`src/hdl/lfro_consts.vh`:
```
// Purpose: Shared constants for the low-frequency oscillator and reference clock block
// Assumes: Included by bare name; definitions only
// Notes:   Register offsets here are plain-port addresses
`ifndef LFRO_CONSTS_VH
`define LFRO_CONSTS_VH

// ==========================================================
// Register map
`define LFRO_ADDR_W            4
`define LFRO_REG_REFCTL        4'h0
`define LFRO_REG_OSCCTL        4'h1
`define LFRO_REG_STATUS        4'h2

// ==========================================================
// Reference control fields
`define LFRO_REF_EN_BIT        15
`define LFRO_REF_SLP_BIT       13
`define LFRO_REF_BASE_BIT      12
`define LFRO_REF_DIV_HI        11
`define LFRO_REF_DIV_LO        8
`define LFRO_REF_WMASK         16'hbf00
`define LFRO_REF_RESET         16'h0000

// ==========================================================
// Oscillator control fields
`define LFRO_OSC_POSC_KEEP_BIT 2
`define LFRO_OSC_LOW_FREQ_SECONDARY_OSC_EN_BIT   1
`define LFRO_OSC_WMASK         16'h0006
`define LFRO_OSC_RESET         16'h0000

// ==========================================================
// Primary oscillator modes
`define LFRO_PMODE_EC          2'h0
`define LFRO_PMODE_XT          2'h1
`define LFRO_PMODE_HS          2'h2
`define LFRO_PMODE_NONE        2'h3

// ==========================================================
// Timing
`define LFRO_DIV_W             15
`define LFRO_DIV_MAX_CODE      4'hf

`endif

```
`src/hdl/lfro_divider.v`:
```
// Purpose: Power-of-two divider for the reference clock output
// Assumes: Base clock arrives as a one-cycle enable pulse per base rising edge
// Notes:   Output toggles on counter rollover, giving 50% duty
`timescale 1ns/100ps
`default_nettype none
`include "lfro_consts.vh"

module lfro_divider #(
    parameter CNT_W = `LFRO_DIV_W
) (
    // Clock and reset
    input  wire             mclk_in,
    input  wire             reset_in,
    // Control
    input  wire             run_in,
    input  wire [3:0]       code_in,
    input  wire             base_tick_in,
    input  wire             base_level_in,
    // Result
    output reg              clk_out
);

    reg  [CNT_W-1:0] cnt_ff;
    reg  [CNT_W-1:0] nxt_cnt;
    reg              nxt_clk;
    reg  [CNT_W-1:0] limit;

    // ==========================================================
    // Half-period limit: divide by 2^N means toggle every 2^(N-1) ticks
    always @* begin
        limit = {CNT_W{1'b0}};
        if (code_in != 4'h0) begin
            limit = ({{(CNT_W-1){1'b0}}, 1'b1} << (code_in - 4'h1)) - {{(CNT_W-1){1'b0}}, 1'b1};
        end
    end

    always @* begin
        nxt_cnt = cnt_ff;
        nxt_clk = clk_out;
        if (!run_in) begin
            nxt_cnt = {CNT_W{1'b0}};
            nxt_clk = 1'b0;
        end else if (code_in == 4'h0) begin
            nxt_clk = base_level_in;                      // [RQ17]
            nxt_cnt = {CNT_W{1'b0}};
        end else if (base_tick_in) begin
            if (cnt_ff >= limit) begin                    // [RQ6]
                nxt_cnt = {CNT_W{1'b0}};
                nxt_clk = ~clk_out;
            end else begin
                nxt_cnt = cnt_ff + {{(CNT_W-1){1'b0}}, 1'b1};
            end
        end
    end

    always @(posedge mclk_in) begin
        if (reset_in) begin
            cnt_ff  <= {CNT_W{1'b0}};
            clk_out <= 1'b0;
        end else begin
            cnt_ff  <= nxt_cnt;
            clk_out <= nxt_clk;
        end
    end

endmodule
`default_nettype wire

```
`src/hdl/lfro_top.v`:
```
// Purpose: Low-frequency oscillator control and programmable reference clock output
// Assumes: All inputs synchronous to mclk_in; clocks arrive as sampled levels
// Notes:   Register port: read data one cycle after read strobe
//
// Operation
// RQ1: Secondary oscillator runs whenever a consumer module requests it.
// RQ2: Enable bit starts the secondary oscillator ahead of consumers.
// RQ3: Oscillator usable only with pin-select set; else pins are digital inputs.
// RQ4: External clock mode feeds consumers from external pin; driver off, enable ignored.
// RQ5: Output enable bit puts divided reference clock on the pin.
// RQ6: Divider code N from 1 to 15 divides by two to the N.
// RQ7: Base select one picks primary oscillator; zero picks system clock.
// RQ8: Sleep-run bit keeps reference running in Sleep; else output stops.
// RQ9: Software sets sleep-run and base select and a primary mode for Sleep.
// RQ10: Primary oscillator powers down in Sleep unless sleep-keep bit set.
// RQ11: With system clock base, output follows system clock changes.
// RQ12: Bit 14 and bits 7 to 0 read zero, ignore writes.
// RQ13: Fixed half-rate clock pin in some modes; reference works in all.
// RQ14: Secondary oscillator duty should stay within 15 percent of half.
// RQ15: Enable bit set enables secondary oscillator; clear leaves it off unless requested.
// RQ16: Sleep-keep bit set keeps primary oscillator in Sleep; clear disables it.
// RQ17: Divider code zero passes base clock undivided.
// RQ18: Reset clears every implemented reference control bit.
`timescale 1ns/100ps
`default_nettype none
`include "lfro_consts.vh"

module lfro_top #(
    parameter DIV_W = `LFRO_DIV_W
) (
    // Clock and reset
    input  wire        mclk_in,
    input  wire        reset_in,
    // Register port
    input  wire [3:0]  reg_addr_in,
    input  wire [15:0] reg_wdata_in,
    input  wire        reg_wr_in,
    input  wire        reg_rd_in,
    output reg  [15:0] reg_rdata_out,
    // Configuration bits
    input  wire        low_freq_osc_pin_select_in,
    input  wire        ext_clock_mode_in,
    input  wire [1:0]  primary_mode_in,
    input  wire        fixed_clock_out_mode_in,
    // Device state and consumer requests
    input  wire        sleep_in,
    input  wire        real_time_calendar_req_in,
    input  wire        first_timer_req_in,
    input  wire        deep_sleep_watchdog_req_in,
    // Clock sources as sampled levels
    input  wire        sys_clk_level_in,
    input  wire        primary_osc_level_in,
    input  wire        low_freq_secondary_osc_crystal_level_in,
    input  wire        ext_low_freq_clock_in,
    input  wire        low_freq_secondary_osc_pin_a_in,
    input  wire        low_freq_secondary_osc_pin_b_in,
    // Oscillator controls
    output reg         low_freq_secondary_osc_driver_en_out,
    output reg         low_freq_secondary_osc_clk_out,
    output reg         primary_osc_run_out,
    output reg  [1:0]  low_freq_secondary_osc_pin_digital_out,
    // Output pins
    output reg         ref_clock_pin_out,
    output reg         ref_clock_pin_oe_out,
    output reg         fixed_clock_out_pin_out,
    output reg         fixed_clock_out_pin_oe_out
);

    reg  [15:0] ref_ctl_ff;
    reg  [1:0]  osc_ctl_ff;
    reg         sys_prev_ff;
    reg         posc_prev_ff;
    reg         sys_tick;
    reg         posc_tick;
    reg         base_tick;
    reg         base_level;
    reg         ref_run;
    reg         low_freq_secondary_osc_want;
    reg  [15:0] nxt_rdata;
    wire        div_clk;

    wire        ref_en    = ref_ctl_ff[`LFRO_REF_EN_BIT];
    wire        ref_slp   = ref_ctl_ff[`LFRO_REF_SLP_BIT];
    wire        ref_base  = ref_ctl_ff[`LFRO_REF_BASE_BIT];
    wire [3:0]  ref_div   = ref_ctl_ff[`LFRO_REF_DIV_HI:`LFRO_REF_DIV_LO];
    wire        posc_keep = osc_ctl_ff[1];
    wire        low_freq_secondary_osc_en   = osc_ctl_ff[0];
    wire        posc_mode = (primary_mode_in != `LFRO_PMODE_NONE);

    // ==========================================================
    // Rising edge of a sampled clock level, shared by both bases
    function rise_of;
        input cur;
        input prev;
        begin
            rise_of = cur & ~prev;
        end
    endfunction

    // ==========================================================
    // Register writes
    always @(posedge mclk_in) begin
        if (reset_in) begin
            ref_ctl_ff <= `LFRO_REF_RESET;                         // [RQ18]
            osc_ctl_ff <= 2'h0;
        end else if (reg_wr_in) begin
            if (reg_addr_in == `LFRO_REG_REFCTL) begin
                ref_ctl_ff <= reg_wdata_in & `LFRO_REF_WMASK;      // [RQ12]
            end
            if (reg_addr_in == `LFRO_REG_OSCCTL) begin
                osc_ctl_ff <= {reg_wdata_in[`LFRO_OSC_POSC_KEEP_BIT],
                               reg_wdata_in[`LFRO_OSC_LOW_FREQ_SECONDARY_OSC_EN_BIT]};
            end
        end
    end

    // ==========================================================
    // Register reads; unmapped addresses return zero
    always @* begin
        nxt_rdata = 16'h0000;
        if (reg_rd_in) begin
            case (reg_addr_in)
                `LFRO_REG_REFCTL: nxt_rdata = ref_ctl_ff;          // [RQ12]
                `LFRO_REG_OSCCTL: nxt_rdata = {13'h0000, posc_keep, low_freq_secondary_osc_en, 1'b0};
                `LFRO_REG_STATUS: nxt_rdata = {11'h000, ref_run, primary_osc_run_out,
                                               low_freq_secondary_osc_driver_en_out, low_freq_secondary_osc_want,
                                               ref_clock_pin_out};
                default:          nxt_rdata = 16'h0000;
            endcase
        end
    end

    // ==========================================================
    // Secondary oscillator control
    always @* begin
        low_freq_secondary_osc_want = real_time_calendar_req_in | first_timer_req_in
                  | deep_sleep_watchdog_req_in                     // [RQ1]
                  | low_freq_secondary_osc_en;                                       // [RQ2] [RQ15]
    end

    // ==========================================================
    // Base clock selection and edge ticks
    always @* begin
        sys_tick  = rise_of(sys_clk_level_in, sys_prev_ff);
        posc_tick = rise_of(primary_osc_level_in, posc_prev_ff);
        // System clock base tracks whatever source drives it
        base_tick  = ref_base ? posc_tick : sys_tick;              // [RQ7] [RQ11]
        base_level = ref_base ? primary_osc_level_in : sys_clk_level_in;
        // Sleep: system clock stops; primary stays only if kept
        if (sleep_in) begin
            ref_run = ref_en & ref_slp & ref_base & posc_mode
                    & posc_keep;                                   // [RQ8] [RQ9] [RQ10]
        end else begin
            ref_run = ref_en;                                      // [RQ5]
        end
    end

    lfro_divider #(
        .CNT_W         (DIV_W)
    ) u_div (
        .mclk_in       (mclk_in),
        .reset_in      (reset_in),
        .run_in        (ref_run),
        .code_in       (ref_div),
        .base_tick_in  (base_tick),
        .base_level_in (base_level),
        .clk_out       (div_clk)
    );

    // ==========================================================
    // Registered outputs
    always @(posedge mclk_in) begin
        if (reset_in) begin
            reg_rdata_out              <= 16'h0000;
            sys_prev_ff                <= 1'b0;
            posc_prev_ff               <= 1'b0;
            low_freq_secondary_osc_driver_en_out         <= 1'b0;
            low_freq_secondary_osc_clk_out               <= 1'b0;
            primary_osc_run_out        <= 1'b0;
            low_freq_secondary_osc_pin_digital_out       <= 2'h0;
            ref_clock_pin_out          <= 1'b0;
            ref_clock_pin_oe_out       <= 1'b0;
            fixed_clock_out_pin_out    <= 1'b0;
            fixed_clock_out_pin_oe_out <= 1'b0;
        end else begin
            reg_rdata_out <= nxt_rdata;
            sys_prev_ff   <= sys_clk_level_in;
            posc_prev_ff  <= primary_osc_level_in;
            // Digital mode: driver off, enable ignored
            low_freq_secondary_osc_driver_en_out <= low_freq_osc_pin_select_in
                                & ~ext_clock_mode_in & low_freq_secondary_osc_want;  // [RQ3] [RQ4]
            if (!low_freq_osc_pin_select_in) begin
                low_freq_secondary_osc_clk_out <= 1'b0;                              // [RQ3]
            end else if (ext_clock_mode_in) begin
                low_freq_secondary_osc_clk_out <= ext_low_freq_clock_in;             // [RQ4]
            end else begin
                low_freq_secondary_osc_clk_out <= low_freq_secondary_osc_crystal_level_in & low_freq_secondary_osc_want; // [RQ1]
            end
            low_freq_secondary_osc_pin_digital_out <= low_freq_osc_pin_select_in ? 2'h0
                                  : {low_freq_secondary_osc_pin_b_in, low_freq_secondary_osc_pin_a_in}; // [RQ3]
            primary_osc_run_out <= posc_mode & (~sleep_in | posc_keep); // [RQ16] [RQ10]
            ref_clock_pin_out    <= div_clk & ref_run;             // [RQ5]
            ref_clock_pin_oe_out <= ref_en;                        // [RQ13]
            // Fixed half-rate output toggles on each system clock rising edge when enabled, outside Sleep
            if (fixed_clock_out_mode_in & ~sleep_in & sys_tick) begin
                fixed_clock_out_pin_out <= ~fixed_clock_out_pin_out; // [RQ13]
            end
            fixed_clock_out_pin_oe_out <= fixed_clock_out_mode_in;
        end
    end

endmodule
`default_nettype wire

```
`config.mk`:
```
export PLATFORM = sky130hd
export DESIGN_NAME = lfro_top
export DESIGN_NICKNAME = d
export VERILOG_FILES = /design/src/hdl/lfro_divider.v /design/src/hdl/lfro_top.v
export VERILOG_INCLUDE_DIRS = /design/src /design/src/hdl
export SDC_FILE = /design/constraint.sdc
export NUM_CORES = 1
export LEC_CHECK = 0
export ABC_CLOCK_PERIOD_IN_PS = 3850
export BUFFER_PORTS_ARGS = -buffer_cell sky130_fd_sc_hd__buf_2
export CAP_MARGIN = 20
export CORE_UTILIZATION = 30
export CTS_CLUSTER_DIAMETER = 80
export DETAILED_ROUTE_END_ITERATION = 6
export PLACE_DENSITY = 0.59
export SETUP_SLACK_MARGIN = 0.4
export SLEW_MARGIN = 30
export SYNTH_ARGS = -nofsm -noshare
export SYNTH_HDL_FRONTEND = slang
export SYNTH_SLANG_ARGS = --single-unit
```
`constraint.sdc`:
```
create_clock -name mclk_in -period 3.85 [get_ports mclk_in]
set_clock_uncertainty 0.05 [all_clocks]
set_input_delay 0.77 -clock mclk_in [delete_from_list [all_inputs] [get_ports mclk_in]]
set_output_delay 0.77 -clock mclk_in [all_outputs]
set_load 0.02 [all_outputs]
```
==> run summary <==
============================================================================================
Outcome                                                                            completed
Clk pin slew, worst setup/hold paths                                                 0.10 ns
Layout Utilization                                                                     0.365
Weighted congestion reported at the end of routability-driven placement                0.772
Post-CTS Setup Repair Bufs                                                                 0
Slew Limit Fails                                                                           0
Most area-consuming cells after synthesis                                       sky130_fd_sc_hd__dfxtp_1 (38%), sky130_fd_sc_hd__ha_1 (8.3%), sky130_fd_sc_hd__mux2i_1 (4.3%), sky130_fd_sc_hd__nor3_2 (4.3%), sky130_fd_sc_hd__nor2_1 (3.5%)
First-pass GRT wire length                                                           8690 um
Fraction of the mapped netlist area in compound gates                                  0.110
Area enclosed by the die boundary                                               0.00891 mm^2
Register area share after synthesis                                                    0.375
Proportion of register bits with asynchronous set or reset after synthesis                 0
Wire length per cell                                                                 12.1 um
Final instance count without filler cells                                                431
H-tree levels                                                                              2
Remaining antenna violation count after routing                                            0
Antenna violations before repair                                                           0
Setup total negative slack                                                              0 ns
Parity-gate share of the synthesized area counting xor and xnor cells                 0.0547
Portion of synthesized cell area occupied by the leading cell type                     0.375
Final cycle utilization of the critical path                                           0.820
1st-pass router iterations                                                                 4
Sum of net half-perimeters after detailed placement                                  4020 um
Instance count after placement with tap cells included                                   423
WP data required                                                                     4.01 ns
Number of violations reported at the end of detailed-routing iteration 0                  82
Standard cell core area                                                         0.00826 mm^2
Proportion of synthesized area in mux cells                                           0.0474
Placement row count                                                                       33
Post-synthesis cell type with the largest combined area                         sky130_fd_sc_hd__dfxtp_1
Worst vdd rail ir drop                                                                145 uV
Placement Cell Area                                                             0.00290 mm^2
Worst setup path class                                                            reg -> reg
Total power density per cell area                                                321 mW/mm^2
Total Nets Final                                                                         381
Register area                                                                       962 um^2
Synth-to-Final Area Change                                                             17.8%
Sum of met2 wire segment lengths after detailed routing                              2480 um
Total gr overflow                                                                          0
Netlist area before placement                                                   0.00256 mm^2
Count of final setup violators                                                             0
Basic-gate share of the synthesized area counting and, or, nand and nor cells          0.290
Arrival time of data at the critical path endpoint                                   3.32 ns
Achievable clock frequency                                                           317 MHz
Syn avg cell area                                                                  9.31 um^2
Routed length on met3                                                                 203 um
Count of yosys warnings during synthesis                                                   0
Cell at the root of the clock tree                                              sky130_fd_sc_hd__clkbuf_8
IO buf count                                                                              52
Worst Setup Start Kind                                                              register
Number of top-level design ports                                                          64
Minimum setup slack among reg-to-reg paths                                           0.69 ns
Crit-path max FO                                                                          16
N_diodes                                                                                   0
Area occupied by multi-input gates                                              0.00151 mm^2
Die Y-Extent                                                                         94.4 um
Clock latency reported for the late side of the worst-skew pair                      0.29 ns
Proportion of layout cells with a drive suffix above 1                                 0.267
TritonCTS clock tree                                                                     yes
X dimension of the die                                                               94.4 um
Effective utilization at floorplan                                                     0.310
Share of synthesized cell area in full adder, half adder and majority cells           0.0830
CTS max path bufs                                                                          2
Total via count in the routed design                                                    2051
Number of flops mapped to enable cells by yosys                                            0
Dominant combinational cell family by area after synthesis                      simple AND/OR/NAND/NOR gates
Unrepaired setup endpoints after global routing                                           no
Fill cell total of the finished layout                                                   867
Finished layout cell area                                                       0.00302 mm^2
Via count of the first global-routing pass                                              1830
Number of unique standard cell types used by synthesis                                    55
Post-Synthesis Cells                                                                     275
Critical path endpoint category                                                     register
Global Route Usage Sum                                                                 0.123
Transition time at the pin with the least slew margin                               0.721 ns
Yosys reg bits                                                                            48
Uppermost signal routing layer after detailed routing                                   met4
Routed WL                                                                            5230 um
Residual DRC                                                                               0
Shortest clock period the worst path allows after layout                             3.16 ns
Routed metal-1 wire length                                                           2520 um
Largest net degree at the start of global routing                                         22
MaxCap Viol Count                                                                          0
Power, Total                                                                      0.000970 W
Classification of the worst-slack hold path                                       reg -> reg
CTS Buf Count                                                                              5
Clk sink count                                                                            48
Standby leakage power                                                                1.30 nW
Avg Vias per Cell                                                                       4.76
Headroom to the max-slew limit                                                         0.519
Final Hold Fails                                                                           0
Dominant synthesized flop cell                                                  sky130_fd_sc_hd__dfxtp_1
============================================================================================
-- cell usage in the layout, fill, tap and decap left out, types with 6 or more instances in the layout --
master / instances
sky130_fd_sc_hd__nor3_2: 11
sky130_fd_sc_hd__nor2b_1: 6
sky130_fd_sc_hd__nand2b_1: 7
sky130_fd_sc_hd__and3_1: 10
sky130_fd_sc_hd__a21oi_1: 14
sky130_fd_sc_hd__xnor2_1: 9
sky130_fd_sc_hd__nor2_1: 24
sky130_fd_sc_hd__xor2_1: 7
sky130_fd_sc_hd__mux2i_1: 11
sky130_fd_sc_hd__ha_1: 17
sky130_fd_sc_hd__dfxtp_1: 47
sky130_fd_sc_hd__nand2_1: 17
sky130_fd_sc_hd__buf_2: 52
sky130_fd_sc_hd__o21ai_0: 6
sky130_fd_sc_hd__nor3_1: 6
sky130_fd_sc_hd__nand3_1: 8
-- synthesized netlist by cell type (all sizes together), types with 7 or more instances --
cell and number:
nand2b 7, and3 11, mux2i 11, a21oi 15
xor2 7, ha 17, nand3 8, nor3 17
nand2 17, buf 8, dfxtp 48, nor2 25
xnor2 9
-- sequential cells by signal, indices dropped and copies added (netlist names), 2 cells and up --
register	flops
u_div.cnt_ff	15
low_freq_secondary_osc_pin_digital_out	2
reg_rdata_out	12
ref_ctl_ff	7
osc_ctl_ff	2
-- cell type report --
class	instances	share of cell area
inverters	5	0.00622
multi-input cells	211	0.502
well taps	105	0.0436
clock buffers	5	0.0228
repair buffers	54	0.0912
flip-flops and latches	48	0.319
clock inverters	3	0.0153
-- kinds of logic after synthesis --
kind of cell,Yosys count
flops,48
fa+ha+maj,17
mux,12
other cells,1
compound gates,41
simple gates,121
buf+inv,19
xor+xnor,16
-- metal layers --
metal | GRT usage | vias to the layer above
li1 | - | 1073
met1 | 0.179 | 945
met2 | 0.188 | 31
met3 | 0.0225 | 2
met4 | 0.0282 | 0
met5 | 0 | -
-- report_power, final --
part,internal (W),switching (W)
logic,0.0000383,0.0000533
registers,0.000502,0.00000350
clock network,0.000196,0.000177
-- through the flow --
step | hold WS [ns] | setup slack (ns)
2_1_floorplan | 0.389 | 0.772
3_3_place_gp | 0.413 | 0.673
3_5_place_dp | 0.410 | 0.598
4_1_cts | 0.425 | 0.575
5_1_grt | 0.450 | 0.414
6_report | 0.423 | 0.692
-- critical path, cell delays in order (launching register included) --
cell and delay [ns]:
sky130_fd_sc_hd__dfxtp_1 0.50, sky130_fd_sc_hd__nand2b_1 0.21, sky130_fd_sc_hd__nand2b_1 0.13, sky130_fd_sc_hd__ha_1 0.29, sky130_fd_sc_hd__inv_1 0.14, sky130_fd_sc_hd__and2_1 0.18
sky130_fd_sc_hd__a31oi_1 0.25, sky130_fd_sc_hd__ha_1 0.31, sky130_fd_sc_hd__and4_1 0.18, sky130_fd_sc_hd__o21ai_0 0.07, sky130_fd_sc_hd__o221ai_1 0.19, sky130_fd_sc_hd__a21o_4 0.34
sky130_fd_sc_hd__a211oi_1 0.24
-- repair_timing --
item / CTS / global route
gates resized for setup: 0 / 1
endpoints found under the setup margin: 0 / 7
hold buffers: 0 / 0
-- path summary, 6_finish.rpt --
kind / startpoint / to / cells after the start
setup / recovery: ref_ctl_ff[8] / u_div.clk_out / 12
hold / removal: osc_ctl_ff[0] / reg_rdata_out[1] / 2
setup reg to reg: ref_ctl_ff[8] / u_div.clk_out / 12
hold reg to reg: osc_ctl_ff[0] / reg_rdata_out[1] / 2
Power figures use the tool's default switching activity.
